**config.mk**
```make
export PLATFORM = sky130hd
export DESIGN_NAME = rx_frame_err
export DESIGN_NICKNAME = d
export VERILOG_FILES = /design/src/core/rx_err_pkg.sv /design/src/core/rx_frame_err.sv
export SDC_FILE = /design/constraint.sdc
export NUM_CORES = 2
export LEC_CHECK = 0
export BUFFER_PORTS_ARGS = -buffer_cell sky130_fd_sc_hd__buf_2
export CORE_AREA = 2 2 378 380
export CTS_CLUSTER_SIZE = 8
export DETAILED_ROUTE_END_ITERATION = 10
export DIE_AREA = 0 0 380 382
export PLACE_DENSITY = 0.73
export RECOVER_POWER = 100
export SETUP_SLACK_MARGIN = 0.15
export SLEW_MARGIN = 40
export SYNTH_ARGS = -nofsm -noshare
export SYNTH_HDL_FRONTEND = slang
export SYNTH_SLANG_ARGS = --single-unit
```
**constraint.sdc**
```tcl
create_clock -name clk -period 25.1 [get_ports clk]
set_input_delay 1.255 -clock clk [delete_from_list [all_inputs] [get_ports clk]]
set_output_delay 1.255 -clock clk [all_outputs]
set_load 0.02 [all_outputs]
```
**src/core/rx_err_pkg.sv**
```systemverilog
// Constants and types shared by the receive error reporting block
package rx_err_pkg;

  localparam logic [11:0] OFS_MAX_LEN  = 12'h0506;
  localparam logic [11:0] OFS_MAC_CTRL = 12'h050A;
  localparam logic [11:0] OFS_IRQ_STAT = 12'h0510;
  localparam logic [11:0] OFS_IRQ_MASK = 12'h0511;

  localparam logic [31:0] RST_MAX_LEN  = 32'h0000_05EE;
  localparam logic        RST_LEN_CHK  = 1'b0;
  localparam logic [4:0]  RST_MASK     = 5'h00;

  localparam int ERR_MALF  = 0;
  localparam int ERR_CRC   = 1;
  localparam int ERR_UNDER = 2;
  localparam int ERR_OVER  = 3;
  localparam int ERR_LEN   = 4;
  localparam int ERR_RSVD  = 5;

  localparam logic [15:0] MIN_FRAME    = 16'h0009;
  localparam logic [15:0] MIN_GOOD     = 16'h0040;
  localparam logic [15:0] LEN_TYPE_LIM = 16'h0600;
  localparam logic [15:0] HDR_FCS      = 16'h0012;
  localparam logic [15:0] MIN_PAYLOAD  = 16'h002E;
  localparam logic [15:0] LENF_HI      = 16'h000C;
  localparam logic [15:0] LENF_LO      = 16'h000D;

  localparam logic [7:0]  CHAR_START   = 8'hFB;
  localparam logic [7:0]  CHAR_TERM    = 8'hFD;

  localparam logic [31:0] CRC_INIT     = 32'hFFFF_FFFF;
  localparam logic [31:0] CRC_POLY     = 32'hEDB8_8320;
  localparam logic [31:0] CRC_RESIDUE  = 32'hDEBB_20E3;

  typedef struct packed {
    logic         valid;
    logic [127:0] d;
    logic [15:0]  c;
  } xl_in_t;

  typedef struct packed {
    logic         valid;
    logic [127:0] d;
    logic [15:0]  c;
    logic [1:0]   sop;
    logic [1:0]   eop;
    logic [5:0]   eop_empty;
    logic [1:0]   idle;
    logic [5:0]   error;
    logic         fcs_error;
    logic         fcs_valid;
  } rx_out_t;

  typedef struct packed {
    logic        in_frame;
    logic [15:0] cnt;
    logic [31:0] crc;
    logic        malf;
    logic [15:0] lenf;
    rx_out_t     stg;
    rx_out_t     out;
    logic        lag_err;
    logic        lag_vld;
    logic [31:0] max_len;
    logic        len_chk;
    logic [4:0]  stat;
    logic [4:0]  mask;
    logic [31:0] rdata;
  } rx_state_t;

endpackage

```
**src/core/rx_frame_err.sv**
```systemverilog
// Receive frame status: idle, end of packet, error vector and FCS flags
//
// Behaviour
// - Per-word flag for idle or control words
// - Error vector meaningful only in end cycles
// - Bit 0: stray control character in frame, or frame under nine bytes
// - Bit 1: CRC error, equals FCS flag aligned
// - Bit 2: frame of nine to 63 bytes
// - Bit 3: length above programmed maximum
// - Bit 4: length field mismatch, when enabled
// - FCS error flagged with end of packet
// - Runts force CRC error, short ones not
// - FCS valid strobe marks meaningful FCS flag
// - One-hot end flag on last CRC word
// - Empty count per end word, else zero
//
// The plain strobed port is this design's own decision.
`timescale 1ns/1ps
`default_nettype none

module rx_frame_err
  import rx_err_pkg::*;
#(
  parameter bit ALIGN_EOP_FCS = 1'b1
) (
  input  wire logic        clk,
  input  wire logic        rstn,
  input  wire xl_in_t      in_s,
  output var rx_out_t      out,
  input  wire logic [11:0] addr,
  input  wire logic [31:0] wdata,
  input  wire logic        wr,
  input  wire logic        rd,
  output logic [31:0]      rdata,
  output logic             irq
);

  localparam rx_state_t ST_RST = '{
    max_len: RST_MAX_LEN,
    len_chk: RST_LEN_CHK,
    mask:    RST_MASK,
    default: '0
  };

  rx_state_t st_q;
  rx_state_t st_d;

  // Bitwise reflected CRC-32, one byte per call
  function automatic logic [31:0] crc_byte(
    input logic [31:0] c,
    input logic [7:0]  b
  );
    logic [31:0] r;
    r = c ^ {24'h0000_00, b};
    for (int k = 0; k < 8; k++) begin
      r = r[0] ? ((r >> 1) ^ CRC_POLY) : (r >> 1);
    end
    return r;
  endfunction

  // Byte count includes header and FCS, excludes preamble
  function automatic logic [5:0] frame_err(
    input logic [15:0] n,
    input logic [31:0] crc,
    input logic        malf,
    input logic [15:0] lf,
    input logic [31:0] mx,
    input logic        chk
  );
    logic        short_f;
    logic [15:0] pay;
    logic [5:0]  e;
    short_f = n < MIN_FRAME;
    pay = (n > HDR_FCS) ? 16'(n - HDR_FCS) : 16'h0000;
    e = '0;
    // Too short to be a frame: decoding error only
    e[ERR_MALF] = malf | short_f;
    e[ERR_UNDER] = !short_f && (n < MIN_GOOD);
    e[ERR_CRC] = !short_f &&
                 ((crc != CRC_RESIDUE) || e[ERR_UNDER]);
    e[ERR_OVER] = {16'h0000, n} > mx;
    // Padding to the minimum payload is not a mismatch
    e[ERR_LEN] = chk && !short_f && (lf < LEN_TYPE_LIM) &&
                 ((lf > pay) ||
                  ((pay > MIN_PAYLOAD) && (pay != lf)));
    e[ERR_RSVD] = 1'b0;
    return e;
  endfunction

  always_comb begin
    logic [7:0]  bt;
    logic        fin;
    logic        at0;
    logic [3:0]  last;
    logic [1:0]  pre;
    logic [1:0]  dat;
    logic [1:0]  sop;
    logic [5:0]  err;
    logic        f_err;
    logic        f_vld;
    logic [4:0]  clr;
    st_d  = st_q;
    bt    = '0;
    fin   = 1'b0;
    at0   = 1'b0;
    last  = '0;
    pre   = '0;
    dat   = '0;
    sop   = '0;
    err   = '0;
    f_err = 1'b0;
    f_vld = 1'b0;
    clr   = '0;

    if (in_s.valid) begin
      for (int i = 0; i < 16; i++) begin
        bt = in_s.d[8*i +: 8];
        if (!st_d.in_frame) begin
          // Start only at byte 0 of a word; its word is preamble
          if (in_s.c[i] && bt == CHAR_START && (i % 8) == 0) begin
            st_d.in_frame = 1'b1;
            st_d.cnt      = '0;
            st_d.crc      = CRC_INIT;
            st_d.malf     = 1'b0;
            st_d.lenf     = '0;
            pre[i/8]      = 1'b1;
          end
        end else if (!pre[i/8]) begin
          if (in_s.c[i]) begin
            if (bt == CHAR_TERM) begin
              fin           = 1'b1;
              at0           = (i == 0);
              last          = 4'(i) - 4'h1;
              st_d.in_frame = 1'b0;
              err = frame_err(st_d.cnt, st_d.crc, st_d.malf,
                              st_d.lenf, st_q.max_len,
                              st_q.len_chk);
            end else begin
              st_d.malf = 1'b1;
            end
          end else begin
            if (st_d.cnt == '0) begin
              sop[i/8] = 1'b1;
            end
            dat[i/8] = 1'b1;
            st_d.crc = crc_byte(st_d.crc, bt);
            if (st_d.cnt == LENF_HI) begin
              st_d.lenf[15:8] = bt;
            end
            if (st_d.cnt == LENF_LO) begin
              st_d.lenf[7:0] = bt;
            end
            // Saturate so giant frames still read as oversized
            if (st_d.cnt != 16'hFFFF) begin
              st_d.cnt = st_d.cnt + 16'h0001;
            end
          end
        end
      end

      // Two-stage output so a terminate at byte 0 can
      // mark the word already waiting in the stage
      st_d.out = st_q.stg;
      f_err    = st_q.stg.fcs_error;
      f_vld    = st_q.stg.fcs_valid;
      if (fin && at0) begin
        st_d.out.eop[1]         = 1'b1;
        st_d.out.eop_empty[5:3] = 3'h0;
        st_d.out.error          = err;
        f_err                   = err[ERR_CRC];
        f_vld                   = 1'b1;
      end
      if (ALIGN_EOP_FCS) begin
        st_d.out.fcs_error = f_err;
        st_d.out.fcs_valid = f_vld;
      end else begin
        st_d.out.fcs_error = st_q.lag_err;
        st_d.out.fcs_valid = st_q.lag_vld;
        st_d.lag_err       = f_err;
        st_d.lag_vld       = f_vld;
      end

      st_d.stg       = '0;
      st_d.stg.valid = 1'b1;
      st_d.stg.d     = in_s.d;
      st_d.stg.c     = in_s.c;
      st_d.stg.sop   = sop;
      st_d.stg.idle  = ~dat;
      if (fin && !at0) begin
        st_d.stg.eop[last[3]] = 1'b1;
        st_d.stg.eop_empty[3*last[3] +: 3] =
          3'h7 - last[2:0];
        st_d.stg.error     = err;
        st_d.stg.fcs_error = err[ERR_CRC];
        st_d.stg.fcs_valid = 1'b1;
      end
    end else begin
      // Gap in the stream: stage holds, output shows nothing
      st_d.out = '0;
    end

    // Status: a read clears, but an event in the same cycle wins
    if (rd && addr == OFS_IRQ_STAT) begin
      clr = 5'h1F;
    end
    st_d.stat = (st_q.stat & ~clr) | st_d.out.error[4:0];

    if (wr) begin
      unique case (addr)
        OFS_MAX_LEN:  st_d.max_len = wdata;
        OFS_MAC_CTRL: st_d.len_chk = wdata[0];
        OFS_IRQ_MASK: st_d.mask    = wdata[4:0];
        default:      ;
      endcase
    end

    st_d.rdata = '0;
    if (rd) begin
      unique case (addr)
        OFS_MAX_LEN:  st_d.rdata = st_q.max_len;
        OFS_MAC_CTRL: st_d.rdata = {31'h0000_0000, st_q.len_chk};
        OFS_IRQ_STAT: st_d.rdata = {27'h0000_000, st_q.stat};
        OFS_IRQ_MASK: st_d.rdata = {27'h0000_000, st_q.mask};
        default:      st_d.rdata = '0;
      endcase
    end
  end

  always_ff @(posedge clk or negedge rstn) begin
    if (!rstn) begin
      st_q <= ST_RST;
    end else begin
      st_q <= st_d;
    end
  end

  assign out   = st_q.out;
  assign rdata = st_q.rdata;
  assign irq   = |(st_q.stat & st_q.mask);

  a_rsvd_bit_zero: assert property (@(posedge clk) disable iff (!rstn)
    out.error[ERR_RSVD] == 1'b0)
    else $error("reserved error bit set");

  a_err_only_eop: assert property (@(posedge clk) disable iff (!rstn)
    (out.eop == 2'b00) |-> (out.error == 6'h00))
    else $error("error vector outside end cycle");

  a_eop_onehot: assert property (@(posedge clk) disable iff (!rstn)
    $onehot0(out.eop) && (out.eop == 2'b00 || out.valid))
    else $error("end flag not one-hot or not valid");

  a_empty_zero: assert property (@(posedge clk) disable iff (!rstn)
    (!out.eop[0] |-> out.eop_empty[2:0] == 3'h0) and
    (!out.eop[1] |-> out.eop_empty[5:3] == 3'h0))
    else $error("empty count without end flag");

  a_fcs_with_eop: assert property (@(posedge clk) disable iff (!rstn)
    ALIGN_EOP_FCS |-> (out.fcs_valid == (out.eop != 2'b00)))
    else $error("aligned FCS strobe not with end flag");

  a_fcs_matches: assert property (@(posedge clk) disable iff (!rstn)
    ALIGN_EOP_FCS && out.fcs_valid
      |-> out.fcs_error == out.error[ERR_CRC])
    else $error("FCS flag differs from error bit");

  a_fcs_quiet: assert property (@(posedge clk) disable iff (!rstn)
    !out.fcs_valid |-> !out.fcs_error)
    else $error("FCS error without valid strobe");

  a_runt_crc: assert property (@(posedge clk) disable iff (!rstn)
    out.error[ERR_UNDER] |-> out.error[ERR_CRC])
    else $error("runt frame without CRC error");

  a_idle_sop: assert property (@(posedge clk) disable iff (!rstn)
    (out.sop & out.idle) == 2'b00)
    else $error("start word marked idle");

  // A status read in the event cycle may clear it, which is legal
  a_stat_sticky: assert property (@(posedge clk) disable iff (!rstn)
    (out.error[ERR_OVER] |-> st_q.stat[ERR_OVER]) and
    (out.error[ERR_OVER] && !(rd && addr == OFS_IRQ_STAT)
      |=> st_q.stat[ERR_OVER]))
    else $error("oversize event not held in status");

endmodule

`default_nettype wire

```
=== Yosys cells after proc, flatten, opt, wreduce, memory -nomap -nowiden ===
Cells that the tools add are included.

* Register bits: 471
* Input bits: 193
* Output and inout port bits: 198
* Logic and storage cells: 1358

* $add $sub $neg: 34
* Multipliers: 1
* $lt $le $gt $ge: 114
* Eq/ne operators: 102
* Shift operators: 2
* Multiplexer cells: 738
* Bitwise logic cells: 166
* Reduce and logical (&&, ||, !) cells: 171

{| class="wikitable"
|+ Operators with widths
! operator !! number
|-
| $mux 32 || 129
|-
| $mux 66 || 47
|-
| $not 13->14 || 128
|-
| $mux 16 || 48
|-
| $mux 48 || 16
|-
| $eq 16x4->1 const B || 32
|-
| $gt 16x32->1 || 16
|-
| $ne 32x32->1 const B || 16
|-
| $xor 32x8->32 || 16
|-
| $mux 6 || 66
|-
| $mux 1 || 324
|-
| $mux 8 || 34
|-
| $mux 4 || 67
|-
| $add 16x1->16 const B || 16
|-
| $gt 16x16->1 || 16
|-
| $gt 16x5->1 const B || 16
|-
| $gt 16x6->1 const B || 16
|-
| $logic_not 16->1 || 16
|-
| $lt 16x11->1 const B || 16
|-
| $lt 16x4->1 const B || 16
|-
| $lt 16x7->1 const B || 16
|-
| $ne 16x16->1 || 16
|-
| $ne 16x16->1 const B || 16
|-
| $sub 16x5->16 const B || 16
|-
| 25 further kinds || 213
|}

=== Longest topological paths before layout ===
* Word-level depth: 333
* Depth in mapped cells: 134
* Mapped depth without buffers: 120

=== Worst setup path after synthesis ===
No wires, ideal clock.

* Kind: input-to-reg
* From: input in_s[22] in the netlist's numbering
* To: register st_q[248] in the netlist's numbering
* Library setup time: 0.142 ns
* Arrival time: 26.518 ns
* Data required time: 24.958 ns
* Path slack: -1.559 ns
* Stages on the path: 127
* Path buffers: 20
* Cells stage by stage: buf_4 > and4_1 > buf_2 > nand3_2 > buf_2 > nand2_1 > mux2i_1 > buf_2 > ha_1 > buf_4 > nand4_1 > nor3b_2 > nor2_1 > a22o_1 > ha_1 > and2_1 > and4b_1 > buf_2 > [... 91 more ...] > or3b_4 > or2_1 > or2_1 > buf_2 > clkbuf_1 > nand2_1 > ha_1 > nor2b_1 > o21ai_0 > nand2b_1 > a21oi_1 > nor2_1 > a211oi_1 > nor2_1 > nor3_1 > nand4_1 > and4b_1 > a41oi_1

* Cells in the longest elaborated chain, start to end: 99
* Elaborated cells on any way between the ends: 597
* Those cells by class: 29 x add/sub; 75 x order compare; 59 x eq/ne; 341 x mux; 93 x reduce/logical

{| class="wikitable"
|+ RTL lines
! element !! line !! RTL
|-
| start, declared || rx_frame_err.sv:28 || <nowiki>input wire xl_in_t in_s,</nowiki>
|-
| $eq 8x8->1 || rx_frame_err.sv:120 || <nowiki>if (in_s.c[i] && bt == CHAR_START && (i % 8) == 0) begin</nowiki>
|-
| $logic_and 1x1->1 || rx_frame_err.sv:120 ||
|-
| $mux 66 || rx_frame_err.sv:120 ||
|-
| $mux 66 || rx_frame_err.sv:118 || <nowiki>if (!st_d.in_frame) begin</nowiki>
|-
| $mux 66 || rx_frame_err.sv:115 || <nowiki>if (in_s.valid) begin</nowiki>
|-
| $add 16x1->16 / $ne 16x16->1 (equally long branches) || rx_frame_err.sv:155, rx_frame_err.sv:154 ||
|-
| $mux 16 || rx_frame_err.sv:154 || <nowiki>if (st_d.cnt != 16'hFFFF) begin</nowiki>
|-
| $mux 48 || rx_frame_err.sv:129 || <nowiki>if (in_s.c[i]) begin</nowiki>
|-
| [... 83 more ...] || n/a ||
|-
| $logic_and 1x1->1 || rx_frame_err.sv:85 || <nowiki>((pay > MIN_PAYLOAD) && (pay != lf)));</nowiki>
|-
| $logic_or 1x1->1 || rx_frame_err.sv:84 || <nowiki>((lf > pay) ||</nowiki>
|-
| $logic_and 1x1->1 || rx_frame_err.sv:83 || <nowiki>e[ERR_LEN] = chk && !short_f && (lf < LEN_TYPE_LIM) &&</nowiki>
|-
| $mux 6 || rx_frame_err.sv:130 || <nowiki>if (bt == CHAR_TERM) begin</nowiki>
|-
| $mux 6 || rx_frame_err.sv:129 ||
|-
| $mux 6 || rx_frame_err.sv:128 || <nowiki>end else if (!pre[i/8]) begin</nowiki>
|-
| $mux 6 || rx_frame_err.sv:118 ||
|-
| $mux 8 (*) || rx_frame_err.sv:189 || <nowiki>if (fin && !at0) begin</nowiki>
|-
| end signal, assigned || rx_frame_err.sv:233 || <nowiki>st_q <= st_d;</nowiki>
|-
| end, declared || rx_frame_err.sv:45 || <nowiki>rx_state_t st_q;</nowiki>
|}

Mark *: on every way between the ends. The rest lies on a longest branch, timed or not. The select of a mux whose other input is x is not followed.
A chain may end at the register's enable or synchronous reset.

=== Worst setup path after layout ===
* From: input in_s[22] in the netlist's numbering
* To: register st_q[450] in the netlist's numbering

* Cells in the longest elaborated chain, start to end: 253
* Elaborated cells on any way between the ends: 337
* Those cells by class: 2 x eq/ne; 198 x mux; 136 x bitwise; 1 x reduce/logical

{| class="wikitable"
|+ RTL lines
! element !! line !! RTL
|-
| $xor 32x8->32 || rx_frame_err.sv:54 || <nowiki>r = c ^ {24'h0000_00, b};</nowiki>
|-
| $not 13->14 (no line) || n/a ||
|-
| $mux 32 (7 in a row) || rx_frame_err.sv:56 || <nowiki>r = r[0] ? ((r >> 1) ^ CRC_POLY) : (r >> 1);</nowiki>
|-
| $not 13->14 (no line) / $mux 32 (equally long branches) || n/a ||
|-
| $mux 32 / $mux 48 (equally long branches) || rx_frame_err.sv:56, rx_frame_err.sv:129 ||
|-
| $mux 48 / $mux 66 (equally long branches) || rx_frame_err.sv:129, rx_frame_err.sv:118 ||
|-
| $mux 66, on equally long branches || rx_frame_err.sv:118, rx_frame_err.sv:115 ||
|-
| $mux 66 / $xor 32x8->32 (equally long branches) || rx_frame_err.sv:115, rx_frame_err.sv:54 ||
|-
| [... 230 more ...] || n/a ||
|-
| $mux 32 (2 in a row) || rx_frame_err.sv:56 ||
|-
| $not 13->14 (no line) / $mux 32 (equally long branches) || n/a ||
|-
| $mux 32 || rx_frame_err.sv:56 ||
|-
| $not 13->14 (no line) / $mux 32 (equally long branches) || n/a ||
|-
| $mux 32 || rx_frame_err.sv:56 ||
|-
| $mux 48 || rx_frame_err.sv:129 ||
|-
| $mux 66 || rx_frame_err.sv:128 ||
|-
| $mux 66 (*) || rx_frame_err.sv:118 ||
|}

Marked as above.

==> impl_results.md <==
* Clock H-tree levels at 3
* Violations in the final reports: max-capacitance violations, max-slew violations
* Unrepaired setup endpoints after global routing: true
* Stage delay of the slowest cell on the critical path at 0.90 ns
* Endpoint class of the critical path: register
* DRT antenna net count at 0
* Post-Layout Cell Count at 11400
* Number of nets at the end of the flow at 10200
* Library cells used by synthesis at 161
* Most common cell after layout, fill and taps aside: nand2_1
* Hold path depth at 1
* Ports at 391
* Vias per std cell at 6.62
* Startpoint kind of the worst setup timing path: primary input
* Actual slew at the worst max-slew pin at 5.36 ns
* Synth Area in XOR/XNOR at 0.208
* Detailed-routing iteration count for the pre-antenna-repair pass at 7
* R2r setup slk at 0.56 ns
* Synthesis warning total at 0
* Data required time of the worst path at ~25 ns
* Terminating pin of the worst hold path: out[70]
* Beginning of the worst register-to-register path: st_q[472]
* Most common cell on crit path: xnor3_1
* Number of clock sinks at 467
* Starting DRC count in detailed routing at 9250
* Total vias in the final route at 75200
* Cell at the root of the clock tree: clkbuf_16
* Endpoint of the most critical register-to-register path: st_q[450]
* Flip-flop and latch count after synthesis at 467
* Count of endpoints failing setup in the final report at 0
* Post-route fraction of the period consumed by the critical path at 0.980
* First-pass GRT wire length at 467 mm
* Synth Instances at 9145
* Number of antenna violations at the first check in global routing at 10
* Clock tree from TritonCTS: built
* Family with the most delay on the worst path: XOR/XNOR gates
* Post-DR wirelength/cell at 28.3 um
* Most used flip-flop cell after synthesis: dfrtp_1
* Area fraction in compound gates after synthesis at 0.163
* Outcome: finished, violations left
* Multiplexer fraction of the synthesized cell area at 0.0905
* Weighted congestion at the end of routability-driven global placement at between 1 and 1.5
* Highest achievable clock rate at 40.7 MHz
* Number of enable-type register cells in the synthesized netlist at 0
* Die width at about 380 um
* Largest family of logic cells by synthesized area: simple AND/OR/NAND/NOR gates
* Startpoint-to-endpoint class of the critical path: in2reg
* Total gr overflow at 0
* Core area at around 0.14 mm2
* Min-Delay Startpoint: st_q[312]
* Pin count of the biggest net entering global routing at 108
* Clock input transition at the sequential cells of the worst setup and hold paths at 0.05 ns
* Total of buffers placed on input and output ports at 389
* Share of layout cells above drive strength 1 at 0.170
* Cell with the largest stage delay on the worst path: o21ai_0
* Setup Skew at around 0.036 ns
* Global-route usage over all layers at 0.424
* Number of hold buffers added after CTS at 0
* Fin crit period at 24.59 ns
* Drc violations at 0
* Max FO, Critical Path at 27
* Max-capacitance violation count at 16
* Worst path buffer plus inverter count at 3
* Mean instance size in the synthesized netlist at 8.42 um2
* Num CTS Buffers at ~70
* Synthesized netlist net count at around 10000
* Total die area at 0.145 mm2
* Post-synthesis share of cell area spent on and, or, nand and nor gates at 0.224
* Area added between synthesis and finish at 8.05%
* Commonest non-fill, non-tap cells in the layout: nand2_1, xnor2_1, nor2_1
* Detail Placement HPWL at 256 mm
* Vias in the first global route at 71100
* Clock Latency Late Sink at 0.73 ns
* R2R cell count at 61
* Proportion of synthesized chip area in sequential cells at 0.152
* Initial standard-cell utilization of the core at 0.546
* Final Hold Fails at 0
* Vertical die dimension at about 380 um
* Fraction of the mapped netlist area in adder cells at 0.101
* Slew headroom at -2.57
* Cell area after technology mapping at slightly below 0.08 mm2
* Number of buffers between clock root and the deepest sink at 3
* Inst Count DP at 11200
* Class of the tightest hold or removal check: reg2reg
* Post-detailed-routing wire length at 321 mm
* Data arrival time at the worst-slack endpoint at roughly 25 ns
* Async set-reset flop share out of synthesis at 1.00
* Final number of max-transition violations at 999
* Cell row count at around 140
[logic make-up after synthesis]
kind of cell               Yosys count
AOI/OAI and AO/OA                 1890
xor gates and xnor gates          1361
adders and majority gates          623
buffers and inverters              883
DFF                                467
muxes                              614
other                                1
and+or+nand+nor                   3306
[worst reg2reg max path: cells and delay by family, from the launching register on]
family          cells  cell delay, ns
xor+xnor           34           12.80
simple gates        6            2.24
compound gates     16            6.48
flops               1            0.48
buf+inv             3            1.07
mux                 2            1.12
[synth_stat cells (100+ instances only)]
cell type / count / share of area
xnor2_1: 748 / 0.085
nand3_1: 223 / 0.015
dfrtp_1: 459 / 0.15
buf_4: 273 / 0.027
mux2_2: 390 / 0.057
xor2_1: 296 / 0.034
o21ai_0: 419 / 0.027
mux2i_1: 185 / 0.024
a21o_1: 100 / 0.0098
nor2_1: 653 / 0.032
nand2b_1: 149 / 0.012
and2_1: 214 / 0.017
and3_1: 102 / 0.0083
a21oi_1: 548 / 0.036
clkbuf_1: 213 / 0.010
xnor3_1: 152 / 0.044
nor4_1: 132 / 0.011
nand4_1: 244 / 0.020
nor2b_1: 121 / 0.0098
nand2_1: 838 / 0.041
ha_1: 623 / 0.10
nor3_1: 229 / 0.015
inv_1: 246 / 0.012
[flip-flops by register name (all words and copies together) (netlist names)]
signal,count
out,163
st_q,272
rdata,32
[per-layer routing]
metal / global-route usage / vias up / wire length (um)
met5: 0 / - / 14
met4: 0.233 / 2 / 19400
met3: 0.107 / 954 / 37100
met2: 0.625 / 4656 / 134000
met1: 0.566 / 36200 / 131000
li1: - / 33400 / -
[how the worst max path moves through the flow]
stage          startpoint   endpoint  slack, ns  cells past startpoint
2_1_floorplan    in_s[22]  st_q[248]       0.16                    124
3_3_place_gp     in_s[22]  st_q[248]       0.26                     94
3_5_place_dp     in_s[22]  st_q[248]      -0.07                    101
4_1_cts         st_q[462]  st_q[248]       0.38                    104
5_1_grt          in_s[22]  st_q[447]       0.07                     63
6_report         in_s[22]  st_q[450]       0.51                     61
[cell type report]
type	instances	area, um2
fill	13000	57700
antenna	9	22.5
clock buffer	95	1860
inverter	288	1090
tap	1890	2360
timing repair buffer	804	4720
multi-input combinational	7796	61200
sequential	467	11700
clock inverter	7	154
[timing repair]
action / CTS / global route
buffers inserted: 0 / 20
endpoints found under the setup margin: 0 / 40
resized for setup: 0 / 71
[through the flow]
stage,area (um2),setup slack [ns],util,TNS (ns),hold WS (ns)
final,83200,0.511,0.590,0,0.468
after global routing,83200,0.0729,0.590,0,0.482
after CTS,83100,0.383,0.590,0,0.394
after detailed placement,81100,-0.0660,0.575,-0.0660,0.456
after global placement,80900,0.257,0.574,0,0.444
after floorplan,77100,0.161,-,0,0.428
Power is not shown: default switching activity piles up to over one toggle a cycle in this logic, so the estimate is an artifact.
